**src/design/aba_pkg.sv**
```systemverilog
// constants, opcodes and types of the add / and / bit-and datapath
// assumes the decoder hands over one instruction at a time with operands already fetched
package aba_pkg;

   localparam int unsigned DW = 8;
   localparam int unsigned FW = 6;

   // opcodes: add with carry
   localparam logic [7:0] OPC_ADC_RR  = 8'h12;
   localparam logic [7:0] OPC_ADC_RI  = 8'h13;
   localparam logic [7:0] OPC_ADC_GG  = 8'h14;
   localparam logic [7:0] OPC_ADC_GI  = 8'h15;
   localparam logic [7:0] OPC_ADC_GL  = 8'h16;
   // opcodes: plain add
   localparam logic [7:0] OPC_ADD_RR  = 8'h02;
   localparam logic [7:0] OPC_ADD_RI  = 8'h03;
   localparam logic [7:0] OPC_ADD_GG  = 8'h04;
   localparam logic [7:0] OPC_ADD_GI  = 8'h05;
   localparam logic [7:0] OPC_ADD_GL  = 8'h06;
   // opcodes: logical and
   localparam logic [7:0] OPC_AND_RR  = 8'h52;
   localparam logic [7:0] OPC_AND_RI  = 8'h53;
   localparam logic [7:0] OPC_AND_GG  = 8'h54;
   localparam logic [7:0] OPC_AND_GI  = 8'h55;
   localparam logic [7:0] OPC_AND_GL  = 8'h56;
   // opcode: single-bit and
   localparam logic [7:0] OPC_BAND    = 8'h67;

   // instruction length in bytes and execution time in cycles
   localparam logic [1:0] LEN_SHORT   = 2'h2;
   localparam logic [1:0] LEN_LONG    = 2'h3;
   localparam logic [3:0] CYC_FAST    = 4'h4;
   localparam logic [3:0] CYC_SLOW    = 4'h6;

   // flag vector positions
   localparam int unsigned FLG_C      = 5;
   localparam int unsigned FLG_Z      = 4;
   localparam int unsigned FLG_S      = 3;
   localparam int unsigned FLG_V      = 2;
   localparam int unsigned FLG_D      = 1;
   localparam int unsigned FLG_H      = 0;

   // second byte of the single-bit form
   localparam int unsigned BSEL_POS   = 0;
   localparam int unsigned BIDX_LSB   = 1;
   localparam int unsigned BIDX_MSB   = 3;
   localparam int unsigned RADR_LSB   = 4;
   localparam int unsigned RADR_MSB   = 7;

   // register map (byte addresses)
   localparam logic [3:0] REG_CTRL    = 4'h0;
   localparam logic [3:0] REG_STATUS  = 4'h4;
   localparam logic [3:0] REG_RESULT  = 4'h8;
   localparam logic [3:0] REG_COUNT   = 4'hc;
   localparam int unsigned CTRL_EN    = 0;
   localparam int unsigned STAT_ILL   = 7;
   localparam logic [7:0] CTRL_RST    = 8'h01;
   localparam logic [7:0] BYTE_RST    = 8'h00;
   localparam logic [5:0] FLAGS_RST   = 6'h00;

   typedef enum logic [4:0] {
      ABA_OP_NONE = 5'h01,
      ABA_OP_ADC  = 5'h02,
      ABA_OP_ADD  = 5'h04,
      ABA_OP_AND  = 5'h08,
      ABA_OP_BAND = 5'h10
   } aba_op_e;

endpackage : aba_pkg

```
**src/design/aba_alu.sv**
```systemverilog
// add / add-with-carry / and / single-bit-and datapath with a small register port
// assumes the decoder supplies fetched operand bytes and the current flags with the request
//
// Decided for this implementation: the plain strobed port and the address map.
`timescale 1ns/10ps

// Summary of operation
// - add-with-carry: dst plus src plus carry
// - add: dst plus src, no carry in
// - additions set carry from bit seven out
// - additions set zero on zero result
// - additions set sign on negative result
// - additions flag overflow on same-sign operands, sign flip
// - additions clear decimal-adjust flag
// - additions set half-carry from low nibble
// - and stores bitwise and of operands
// - and: keep c d h, z, s bit7, v cleared
// - bit-and into bit zero or chosen bit
// - bit-and opcode 67, 3 bytes, 6 cycles
// - bit-and: z on zero, s cleared, keep others
module aba_alu (
   // clock and reset
   input  wire logic        clk_sys_i,
   input  wire logic        rstn_i,
   // instruction request from the decoder
   input  wire logic        exec_req_i,
   input  wire logic [7:0]  opcode_i,
   input  wire logic [7:0]  mode_i,
   input  wire logic [7:0]  dst_i,
   input  wire logic [7:0]  src_i,
   input  wire logic [5:0]  flags_i,
   // result to the register file
   output logic             done_o,
   output logic             wr_dst_o,
   output logic             illegal_o,
   output logic      [7:0]  result_o,
   output logic      [5:0]  flags_o,
   output logic      [3:0]  wr_addr_o,
   output logic      [1:0]  len_o,
   output logic      [3:0]  cycles_o,
   // register port
   input  wire logic [3:0]  addr_i,
   input  wire logic [7:0]  wr_data_i,
   input  wire logic        wr_i,
   input  wire logic        rd_i,
   output logic      [7:0]  rd_data_o
);

   function automatic logic is_zero(input logic [7:0] v);
      is_zero = (v == 8'h00);
   endfunction : is_zero

   function automatic logic [7:0] put_bit(input logic [7:0] v, input logic [2:0] idx,
                                          input logic b);
      logic [7:0] r;
      r      = v;
      r[idx] = b;
      put_bit = r;
   endfunction : put_bit

   // decode
   aba_pkg::aba_op_e dec_op;
   logic [1:0]       dec_len;
   logic [3:0]       dec_cyc;
   logic             dec_legal;

   aba_opdec u_dec (
      .opcode_i (opcode_i),
      .op_o     (dec_op),
      .len_o    (dec_len),
      .cyc_o    (dec_cyc),
      .legal_o  (dec_legal)
   );

   // state
   logic             ctrl_en_ff;
   logic             ill_seen_ff;
   logic [7:0]       op_cnt_ff;
   logic [7:0]       rd_data_ff;
   logic             done_ff;
   logic             wr_dst_ff;
   logic             illegal_ff;
   logic [7:0]       result_ff;
   logic [5:0]       flags_ff;
   logic [3:0]       wr_addr_ff;
   logic [1:0]       len_ff;
   logic [3:0]       cyc_ff;
   aba_pkg::aba_op_e op_ff;

   // request acceptance and adder
   wire logic       accept   = exec_req_i & ctrl_en_ff;
   wire logic       is_adc   = (dec_op == aba_pkg::ABA_OP_ADC);
   wire logic       is_add   = is_adc | (dec_op == aba_pkg::ABA_OP_ADD);
   wire logic       cin_use  = is_adc & flags_i[aba_pkg::FLG_C];
   wire logic [7:0] add_sum;
   wire logic       add_cout;
   wire logic       add_half;
   wire logic       add_ovf;

   aba_add8 #(
      .DATA_W (aba_pkg::DW)
   ) u_add (
      .a_i    (dst_i),
      .b_i    (src_i),
      .cin_i  (cin_use),
      .sum_o  (add_sum),
      .cout_o (add_cout),
      .half_o (add_half),
      .ovf_o  (add_ovf)
   );

   // single-bit form fields
   wire logic       band_sel  = mode_i[aba_pkg::BSEL_POS];
   wire logic [2:0] band_idx  = mode_i[aba_pkg::BIDX_MSB:aba_pkg::BIDX_LSB];
   wire logic [3:0] band_radr = mode_i[aba_pkg::RADR_MSB:aba_pkg::RADR_LSB];
   wire logic       band_b0   = dst_i[0] & src_i[band_idx];
   wire logic       band_bb   = dst_i[band_idx] & src_i[0];
   wire logic       band_bit  = band_sel ? band_bb : band_b0;
   wire logic [7:0] band_res  = band_sel ? put_bit(dst_i, band_idx, band_bb)
                                         : put_bit(dst_i, 3'h0, band_b0);
   wire logic [7:0] and_res   = dst_i & src_i;

   // result and flag selection
   logic [7:0] nxt_result;
   logic [5:0] nxt_flags;

   always_comb begin
      nxt_result = dst_i;
      nxt_flags  = flags_i;
      case (dec_op)
         aba_pkg::ABA_OP_ADC, aba_pkg::ABA_OP_ADD: begin
            nxt_result                 = add_sum;
            nxt_flags[aba_pkg::FLG_C]  = add_cout;
            nxt_flags[aba_pkg::FLG_Z]  = is_zero(add_sum);
            nxt_flags[aba_pkg::FLG_S]  = add_sum[7];
            nxt_flags[aba_pkg::FLG_V]  = add_ovf;
            nxt_flags[aba_pkg::FLG_D]  = 1'b0;
            nxt_flags[aba_pkg::FLG_H]  = add_half;
         end
         aba_pkg::ABA_OP_AND: begin
            nxt_result                 = and_res;
            nxt_flags[aba_pkg::FLG_Z]  = is_zero(and_res);
            nxt_flags[aba_pkg::FLG_S]  = and_res[7];
            nxt_flags[aba_pkg::FLG_V]  = 1'b0;
         end
         aba_pkg::ABA_OP_BAND: begin
            // overflow is left as it was: its value is undefined for this form
            nxt_result                 = band_res;
            nxt_flags[aba_pkg::FLG_Z]  = ~band_bit;
            nxt_flags[aba_pkg::FLG_S]  = 1'b0;
         end
         default: begin
            nxt_result = dst_i;
            nxt_flags  = flags_i;
         end
      endcase
   end

   // write-back register address: the working register of the single-bit form
   wire logic [3:0] nxt_wr_addr = (dec_op == aba_pkg::ABA_OP_BAND) ? band_radr : 4'h0;

   // execution pipeline stage
   always_ff @(posedge clk_sys_i) begin
      if (!rstn_i) begin
         done_ff    <= 1'b0;
         wr_dst_ff  <= 1'b0;
         illegal_ff <= 1'b0;
         result_ff  <= aba_pkg::BYTE_RST;
         flags_ff   <= aba_pkg::FLAGS_RST;
         wr_addr_ff <= 4'h0;
         len_ff     <= 2'h0;
         cyc_ff     <= 4'h0;
         op_ff      <= aba_pkg::ABA_OP_NONE;
      end else begin
         done_ff    <= accept;
         wr_dst_ff  <= accept & dec_legal;
         illegal_ff <= accept & ~dec_legal;
         if (accept) begin
            result_ff  <= nxt_result;
            flags_ff   <= nxt_flags;
            wr_addr_ff <= nxt_wr_addr;
            len_ff     <= dec_len;
            cyc_ff     <= dec_cyc;
            op_ff      <= dec_op;
         end
      end
   end

   // register port decode
   wire logic wr_ctrl = wr_i & (addr_i == aba_pkg::REG_CTRL);
   wire logic wr_stat = wr_i & (addr_i == aba_pkg::REG_STATUS);
   wire logic ill_clr = wr_stat & wr_data_i[aba_pkg::STAT_ILL];
   wire logic ill_set = accept & ~dec_legal;
   wire logic [7:0] stat_word = {ill_seen_ff, 1'b0, flags_ff};
   wire logic [7:0] rd_word   =
      (addr_i == aba_pkg::REG_CTRL)   ? {7'h00, ctrl_en_ff} :
      (addr_i == aba_pkg::REG_STATUS) ? stat_word :
      (addr_i == aba_pkg::REG_RESULT) ? result_ff :
      (addr_i == aba_pkg::REG_COUNT)  ? op_cnt_ff : 8'h00;

   always_ff @(posedge clk_sys_i) begin
      if (!rstn_i) begin
         ctrl_en_ff  <= aba_pkg::CTRL_RST[aba_pkg::CTRL_EN];
         ill_seen_ff <= 1'b0;
         op_cnt_ff   <= aba_pkg::BYTE_RST;
         rd_data_ff  <= aba_pkg::BYTE_RST;
      end else begin
         if (wr_ctrl) begin
            ctrl_en_ff <= wr_data_i[aba_pkg::CTRL_EN];
         end
         // a new illegal opcode wins over a clear in the same cycle
         if (ill_set) begin
            ill_seen_ff <= 1'b1;
         end else if (ill_clr) begin
            ill_seen_ff <= 1'b0;
         end
         if (accept & dec_legal) begin
            op_cnt_ff <= op_cnt_ff + 8'h01;
         end
         rd_data_ff <= rd_i ? rd_word : 8'h00;
      end
   end

   assign done_o    = done_ff;
   assign wr_dst_o  = wr_dst_ff;
   assign illegal_o = illegal_ff;
   assign result_o  = result_ff;
   assign flags_o   = flags_ff;
   assign wr_addr_o = wr_addr_ff;
   assign len_o     = len_ff;
   assign cycles_o  = cyc_ff;
   assign rd_data_o = rd_data_ff;

   // independent reference terms for the checks
   wire logic       chk_cin  = (opcode_i[7:4] == 4'h1) & flags_i[aba_pkg::FLG_C];
   wire logic [8:0] chk_sum9 = {1'b0, dst_i} + {1'b0, src_i} + {8'h00, chk_cin};
   wire logic [4:0] chk_nib  = {1'b0, dst_i[3:0]} + {1'b0, src_i[3:0]} + {4'h0, chk_cin};
   wire logic       chk_add  = accept & is_add;
   wire logic       chk_and  = accept & (dec_op == aba_pkg::ABA_OP_AND);
   wire logic       chk_band = accept & (dec_op == aba_pkg::ABA_OP_BAND);

   a_adc_sum: assert property (@(posedge clk_sys_i) disable iff (!rstn_i)
      accept && (opcode_i == aba_pkg::OPC_ADC_RR) |=>
         result_o == 8'($past(dst_i) + $past(src_i) + {7'h00, $past(flags_i[5])}))
      else $error("add-with-carry sum wrong");

   a_add_sum: assert property (@(posedge clk_sys_i) disable iff (!rstn_i)
      accept && (opcode_i == aba_pkg::OPC_ADD_GL) |=>
         result_o == 8'($past(dst_i) + $past(src_i)))
      else $error("add sum wrong");

   a_carry_out: assert property (@(posedge clk_sys_i) disable iff (!rstn_i)
      chk_add |=> flags_o[aba_pkg::FLG_C] == $past(chk_sum9[8]))
      else $error("addition carry flag wrong");

   a_zero_add: assert property (@(posedge clk_sys_i) disable iff (!rstn_i)
      done_o && (op_ff == aba_pkg::ABA_OP_ADC || op_ff == aba_pkg::ABA_OP_ADD) |->
         flags_o[aba_pkg::FLG_Z] == (result_o == 8'h00))
      else $error("addition zero flag wrong");

   a_sign_add: assert property (@(posedge clk_sys_i) disable iff (!rstn_i)
      chk_add |=> flags_o[aba_pkg::FLG_S] == $past(chk_sum9[7]))
      else $error("addition sign flag wrong");

   a_ovf_add: assert property (@(posedge clk_sys_i) disable iff (!rstn_i)
      chk_add |=> flags_o[aba_pkg::FLG_V] ==
         $past((dst_i[7] == src_i[7]) && (chk_sum9[7] != dst_i[7])))
      else $error("addition overflow flag wrong");

   a_dadj_clear: assert property (@(posedge clk_sys_i) disable iff (!rstn_i)
      chk_add |=> !flags_o[aba_pkg::FLG_D] && done_o)
      else $error("decimal-adjust flag not cleared");

   a_half_carry: assert property (@(posedge clk_sys_i) disable iff (!rstn_i)
      chk_add |=> flags_o[aba_pkg::FLG_H] == $past(chk_nib[4]))
      else $error("half-carry flag wrong");

   a_adc_decode: assert property (@(posedge clk_sys_i) disable iff (!rstn_i)
      accept && (opcode_i == aba_pkg::OPC_ADC_RI) |=>
         len_o == 2'h2 && cycles_o == 4'h6 && wr_dst_o)
      else $error("add-with-carry decode wrong");

   a_add_decode: assert property (@(posedge clk_sys_i) disable iff (!rstn_i)
      accept && (opcode_i == aba_pkg::OPC_ADD_RR) |=> len_o == 2'h2 && cycles_o == 4'h4)
      else $error("add decode wrong");

   a_and_result: assert property (@(posedge clk_sys_i) disable iff (!rstn_i)
      chk_and |=> result_o == ($past(dst_i) & $past(src_i)))
      else $error("and result wrong");

   a_and_flags: assert property (@(posedge clk_sys_i) disable iff (!rstn_i)
      chk_and |=> !flags_o[aba_pkg::FLG_V] && flags_o[aba_pkg::FLG_S] == result_o[7] &&
         {flags_o[5], flags_o[1:0]} == $past({flags_i[5], flags_i[1:0]}))
      else $error("and flags wrong");

   a_and_decode: assert property (@(posedge clk_sys_i) disable iff (!rstn_i)
      accept && (opcode_i == aba_pkg::OPC_AND_GI) |=> len_o == 2'h3 && cycles_o == 4'h6)
      else $error("and decode wrong");

   a_band_keep: assert property (@(posedge clk_sys_i) disable iff (!rstn_i)
      chk_band && !band_sel |=> result_o[7:1] == $past(dst_i[7:1]) &&
         result_o[0] == $past(dst_i[0] & src_i[band_idx]))
      else $error("bit-and into bit zero wrong");

   a_band_decode: assert property (@(posedge clk_sys_i) disable iff (!rstn_i)
      chk_band |=> len_o == 2'h3 && cycles_o == 4'h6 && wr_addr_o == $past(mode_i[7:4]))
      else $error("bit-and decode wrong");

   a_band_flags: assert property (@(posedge clk_sys_i) disable iff (!rstn_i)
      chk_band |=> !flags_o[aba_pkg::FLG_S] &&
         {flags_o[5], flags_o[1:0]} == $past({flags_i[5], flags_i[1:0]}))
      else $error("bit-and flags wrong");

   a_refused_req: assert property (@(posedge clk_sys_i) disable iff (!rstn_i)
      exec_req_i && !ctrl_en_ff |=> !done_o ##1 1'b1)
      else $error("request taken while disabled");

   c_adc_carry: cover property (@(posedge clk_sys_i) disable iff (!rstn_i)
      chk_add && is_adc && flags_i[aba_pkg::FLG_C] ##1 done_o);
   c_and_zero: cover property (@(posedge clk_sys_i) disable iff (!rstn_i)
      chk_and ##1 flags_o[aba_pkg::FLG_Z]);
   c_band_bitb: cover property (@(posedge clk_sys_i) disable iff (!rstn_i)
      chk_band && band_sel ##1 wr_dst_o);
   c_illegal_op: cover property (@(posedge clk_sys_i) disable iff (!rstn_i)
      accept && !dec_legal ##1 illegal_o);

endmodule : aba_alu

```
**src/design/aba_add8.sv**
```systemverilog
// byte adder with carry, half-carry and overflow outputs
// assumes pure combinational use inside the datapath
`timescale 1ns/10ps
module aba_add8 #(
   parameter int unsigned DATA_W = aba_pkg::DW
) (
   // operands
   input  wire logic [DATA_W-1:0] a_i,
   input  wire logic [DATA_W-1:0] b_i,
   input  wire logic              cin_i,
   // results
   output logic      [DATA_W-1:0] sum_o,
   output logic                   cout_o,
   output logic                   half_o,
   output logic                   ovf_o
);
   logic [DATA_W:0] full_sum;
   logic [4:0]      nib_sum;

   if (DATA_W < 5) begin : g_bad_width
      $error("aba_add8 needs at least five data bits");
   end

   assign full_sum = {1'b0, a_i} + {1'b0, b_i} + {{DATA_W{1'b0}}, cin_i};
   assign nib_sum  = {1'b0, a_i[3:0]} + {1'b0, b_i[3:0]} + {4'h0, cin_i};
   assign sum_o    = full_sum[DATA_W-1:0];
   assign cout_o   = full_sum[DATA_W];
   assign half_o   = nib_sum[4];
   // same operand signs, result sign differs
   assign ovf_o    = (a_i[DATA_W-1] == b_i[DATA_W-1]) &&
                     (full_sum[DATA_W-1] != a_i[DATA_W-1]);
endmodule : aba_add8

```
**src/design/aba_opdec.sv**
```systemverilog
// opcode decoder: operation class, length and cycle count
// assumes the opcode is stable while the request is high
`timescale 1ns/10ps
module aba_opdec (
   // opcode in
   input  wire logic [7:0]    opcode_i,
   // decode out
   output aba_pkg::aba_op_e   op_o,
   output logic      [1:0]    len_o,
   output logic      [3:0]    cyc_o,
   output logic               legal_o
);
   always_comb begin
      op_o    = aba_pkg::ABA_OP_NONE;
      len_o   = aba_pkg::LEN_SHORT;
      cyc_o   = aba_pkg::CYC_FAST;
      legal_o = 1'b1;
      case (opcode_i)
         aba_pkg::OPC_ADC_RR: begin op_o = aba_pkg::ABA_OP_ADC; end
         aba_pkg::OPC_ADC_RI: begin
            op_o  = aba_pkg::ABA_OP_ADC;
            cyc_o = aba_pkg::CYC_SLOW;
         end
         aba_pkg::OPC_ADC_GG, aba_pkg::OPC_ADC_GI, aba_pkg::OPC_ADC_GL: begin
            op_o  = aba_pkg::ABA_OP_ADC;
            len_o = aba_pkg::LEN_LONG;
            cyc_o = aba_pkg::CYC_SLOW;
         end
         aba_pkg::OPC_ADD_RR: begin op_o = aba_pkg::ABA_OP_ADD; end
         aba_pkg::OPC_ADD_RI: begin
            op_o  = aba_pkg::ABA_OP_ADD;
            cyc_o = aba_pkg::CYC_SLOW;
         end
         aba_pkg::OPC_ADD_GG, aba_pkg::OPC_ADD_GI, aba_pkg::OPC_ADD_GL: begin
            op_o  = aba_pkg::ABA_OP_ADD;
            len_o = aba_pkg::LEN_LONG;
            cyc_o = aba_pkg::CYC_SLOW;
         end
         aba_pkg::OPC_AND_RR: begin op_o = aba_pkg::ABA_OP_AND; end
         aba_pkg::OPC_AND_RI: begin
            op_o  = aba_pkg::ABA_OP_AND;
            cyc_o = aba_pkg::CYC_SLOW;
         end
         aba_pkg::OPC_AND_GG, aba_pkg::OPC_AND_GI, aba_pkg::OPC_AND_GL: begin
            op_o  = aba_pkg::ABA_OP_AND;
            len_o = aba_pkg::LEN_LONG;
            cyc_o = aba_pkg::CYC_SLOW;
         end
         aba_pkg::OPC_BAND: begin
            op_o  = aba_pkg::ABA_OP_BAND;
            len_o = aba_pkg::LEN_LONG;
            cyc_o = aba_pkg::CYC_SLOW;
         end
         default: begin
            legal_o = 1'b0;
         end
      endcase
   end
endmodule : aba_opdec

```
**config.mk**
```make
export PLATFORM = sky130hd
export DESIGN_NAME = aba_alu
export DESIGN_NICKNAME = d
export VERILOG_FILES = /design/src/design/aba_pkg.sv /design/src/design/aba_alu.sv /design/src/design/aba_add8.sv /design/src/design/aba_opdec.sv
export SDC_FILE = /design/constraint.sdc
export NUM_CORES = 1
export LEC_CHECK = 0
export BUFFER_PORTS_ARGS = -buffer_cell sky130_fd_sc_hd__buf_2
export CAP_MARGIN = 5
export CORE_ASPECT_RATIO = 2
export CORE_MARGIN = 2
export CORE_UTILIZATION = 30
export CTS_CLUSTER_SIZE = 8
export DETAILED_ROUTE_END_ITERATION = 8
export PLACE_DENSITY_LB_ADDON = 0.15
export SLEW_MARGIN = 10
export SYNTH_ARGS = -nofsm -noshare
export SYNTH_HDL_FRONTEND = slang
export SYNTH_SLANG_ARGS = --single-unit
```
**constraint.sdc**
```tcl
create_clock -name clk_sys_i -period 6.95 [get_ports clk_sys_i]
set_clock_uncertainty 0.05 [all_clocks]
set_input_delay 2.085 -clock clk_sys_i [delete_from_list [all_inputs] [get_ports clk_sys_i]]
set_output_delay 2.085 -clock clk_sys_i [all_outputs]
set_load 0.005 [all_outputs]
```
==> metrics.csv <==
metric,value,unit
status,"finished, final reports clean",
Layout area overhead,21.56,%
"Setup Fix Bufs, Post-CTS",0,
Worst Path Required,7.06,ns
"Avg Cell Area, Syn",8.151,um2
R2R depth,5,
Final setup viols,0,
Critical Path Max Stage Delay,0.42,ns
MaxCap Viol Count,0,
met2 wire length,5.129,mm
largest family of logic cells by synthesized area,simple AND/OR/NAND/NOR gates,
via density per instance,5.458,
cts hold-fix bufs,0,
FF-to-FF End,result_o[0],
largest net degree at the start of global routing,36,
sequential element share of the synthesized area,30.70,%
Synth Area in Compound Gates,22.20,%
kind of cell adding the most delay to the critical path,compound AO/OA/AOI/OAI gates,
Yosys top cell area share,30.70,%
Final Hold Fails,0,
CP Launch Type,input port,
Achievable Freq,0.2066,GHz
first-pass GRT wire length,14.64,mm
layout cells sized above 1,24.44,%
DR pass1 iterations,4,
cell taking the most area after synthesis,dfxtp_1,
placed cells,499,
unrepaired setup endpoints after global routing,false,
kind of critical path,in -> reg,
diodes inserted,0,
met3 wire length,318,um
min-delay src,wr_addr_o[3],
clock-pin transition on the worst setup and hold timing paths,0.06,ns
final wirelength,9.068,mm
initial antenna violation count,0,
DIE HEIGHT,139.1,um
Port Buffers,81,
Resized cells post-CTS,0,
vias in the first global route,2882,
worst slew pin tran,0.8472,ns
grt ovf,0,
wire length per cell,17.89,um
min cycle time layout,4.839,ns
Slew headroom,43.52,%
mux contribution to synthesized area,4.888,%
max-slew violation count,0,
Placement Setup Slack,1.818,ns
crit-path max FO,7,
Row Count,49,
M1 WL,3.140,mm
CTS Buffer Depth,2,
CTS buffer count,5,
"crit path setup slack, layout",2.111,ns
Synth Cell Area,0.002739,mm2
"critical path, cell by cell","buf_2, o21ba_2, and3_1, and3_1, fa_1, fa_1, and3_1, o21ai_0, a21oi_1, a21o_1, a211oi_1, o21ai_0",
CTS root buffer,clkbuf_16,
hold path endpoint,wr_addr_o[3],
Crit-path slowest cell,fa_1,
xor/xnor cell area share of the yosys netlist,4.477,%
CP dominant cell by count,and3_1,
Placer Congestion,0.8585,
Post-Synth Simple-Gate Area,27.91,%
Max Used Layer,met4,
Worst Hold Class,reg -> reg,
Buf/Inv on CP,1,
vias,2767,
H-tree levels,2,
Post-Layout Cell Count,507,
setup TNS,0,ns
Reg2Reg Setup Slack,4.88,ns
Syn Inst Count,336,
Post-synth EDFFs,0,
Initial Util,30.60,%
Synth Warn #,0,
Final #Nets,470,
HPWL after detailed placement,7.307,mm
Post-synth ARST share,0,%
Seq cells post-synth,42,
CTS tree,built,
DRT antenna net count,0,
GRT Total Usage,18.61,%
"Clk Latency, worst-skew pair",0.28,ns
Total Power,612.9,uW
worst r2r src,ctrl_en_ff,
Ports,90,
Fin Hold WS,0.4128,ns
Die ar.,0.009956,mm2
adder-cell share of the synthesized area,5.573,%
Area contributors post-synth,"dfxtp_1 31%, o21ai_0 4.2%, ha_1 4.1%",
CP Capture Type,flop,
drt drc,0,
period utilization,69.63,%
Core Area,0.008951,mm2
worst hold stages,2,
maximum VDD drop,0.00009001,V
Worst EP arrival,4.95,ns
First DRT Iteration DRCs,102,
PwrDens,184.1,mW/mm2
CTS sink count,42,
ys flop type,dfxtp_1,
unique cell type count in the Yosys netlist,65,
DIE WIDTH,71.57,um
leakage power,1.462,nW
==> kinds of logic (layout without fill, tap and decap cells) <==
family,Yosys count,in the layout
other,1,2
multiplexers,12,12
AO/OA/AOI/OAI,93,93
adder cells (fa/ha/maj),11,11
flip-flops,42,42
AND/OR/NAND/NOR,138,138
XOR/XNOR,14,14
buffers and inverters,25,93
==> layer usage <==
metal / vias to the layer above / global-route usage [%]
met5: - / 0
met4: 0 / 11.52
met3: 21 / 2.108
met2: 77 / 36.01
met1: 1293 / 17.56
li1: 1376 / -
==> cell type report <==
class,instances,area [um2]
Sequential cell,42,840.8
Timing Repair Buffer,82,412.9
Inverter,3,11.26
Multi-Input combinational cell,270,1789
Clock inverter,1,5.005
Clock buffer,7,142.6
Tap cell,102,127.6
Fill cell,984,5622
==> cells in the mapped netlist (all sizes together) (7+ instances only) <==
| library cell | number |
|---|---|
| a21oi | 19 |
| a31oi | 8 |
| and2 | 10 |
| and3 | 7 |
| buf | 10 |
| clkbuf | 12 |
| dfxtp | 42 |
| ha | 9 |
| mux2i | 10 |
| nand2 | 23 |
| nand3 | 16 |
| nor2 | 30 |
| nor2b | 7 |
| nor4 | 13 |
| o21ai | 25 |
| xor2 | 8 |
==> power by group <==
group / total (mW) / internal [mW] / leakage [nW] / switching, mW
Clock: 0.234 / 0.142 / 0.0739 / 0.0911
Sequential: 0.257 / 0.250 / 0.343 / 0.00677
Combinational: 0.123 / 0.0504 / 1.04 / 0.0724
==> per-stage QoR <==
step	instance area, um2	util, %
finish	3329	37.20
global route	3329	37.20
CTS	3329	37.20
detailed placement	3182	35.55
global placement	3182	35.55
floorplan	2743	-
==> worst min-delay path, stage by stage, from the launching register on <==
cell,delay (ns)
dfxtp_1,0.31
nand2_1,0.05
a21boi_0,0.06
==> how the worst max path moves through the flow <==
stage          cells after the start  slack, ns         from    endpoint
6_report                          12       2.11  opcode_i[1]  flags_o[5]
5_1_grt                           12       1.86  opcode_i[2]  flags_o[5]
4_1_cts                           12       2.10  opcode_i[2]  flags_o[5]
3_5_place_dp                      12       1.82  opcode_i[2]  flags_o[5]
3_3_place_gp                      12       1.82  opcode_i[1]  flags_o[5]
2_1_floorplan                     10       2.32  opcode_i[7]  flags_o[4]
==> sequential cells by signal, summed over array words and instances, names as in the netlist <==
signal / count
result_o: 8
rd_data_o: 8
ill_seen_ff: 1
cycles_o: 2
illegal_o: 1
ctrl_en_ff: 1
len_o: 1
done_o: 1
wr_addr_o: 4
flags_o: 6
wr_dst_o: 1
op_cnt_ff: 8
==> layout by cell type, fill, tap and decap left out, types with 3 or more instances in the layout <==
| cell type | count |
|---|---|
| buf_2 | 81 |
| dfxtp_1 | 42 |
| nor2_1 | 30 |
| o21ai_0 | 23 |
| nand2_1 | 23 |
| a21oi_1 | 19 |
| nand3_1 | 15 |
| nor4_1 | 12 |
| and2_1 | 10 |
| mux2i_1 | 10 |
| ha_1 | 9 |
| xor2_1 | 8 |
| a31oi_1 | 8 |
| and3_1 | 7 |
| nor2b_1 | 7 |
| nand2b_1 | 6 |
| a22oi_1 | 6 |
| xnor2_1 | 6 |
| a21boi_0 | 6 |
| nor3_1 | 5 |
| clkbuf_16 | 5 |
| a21o_1 | 4 |
| nand4_1 | 4 |
| nand3b_1 | 3 |
| inv_1 | 3 |
Note: power is estimated with default switching activity, not from simulation.
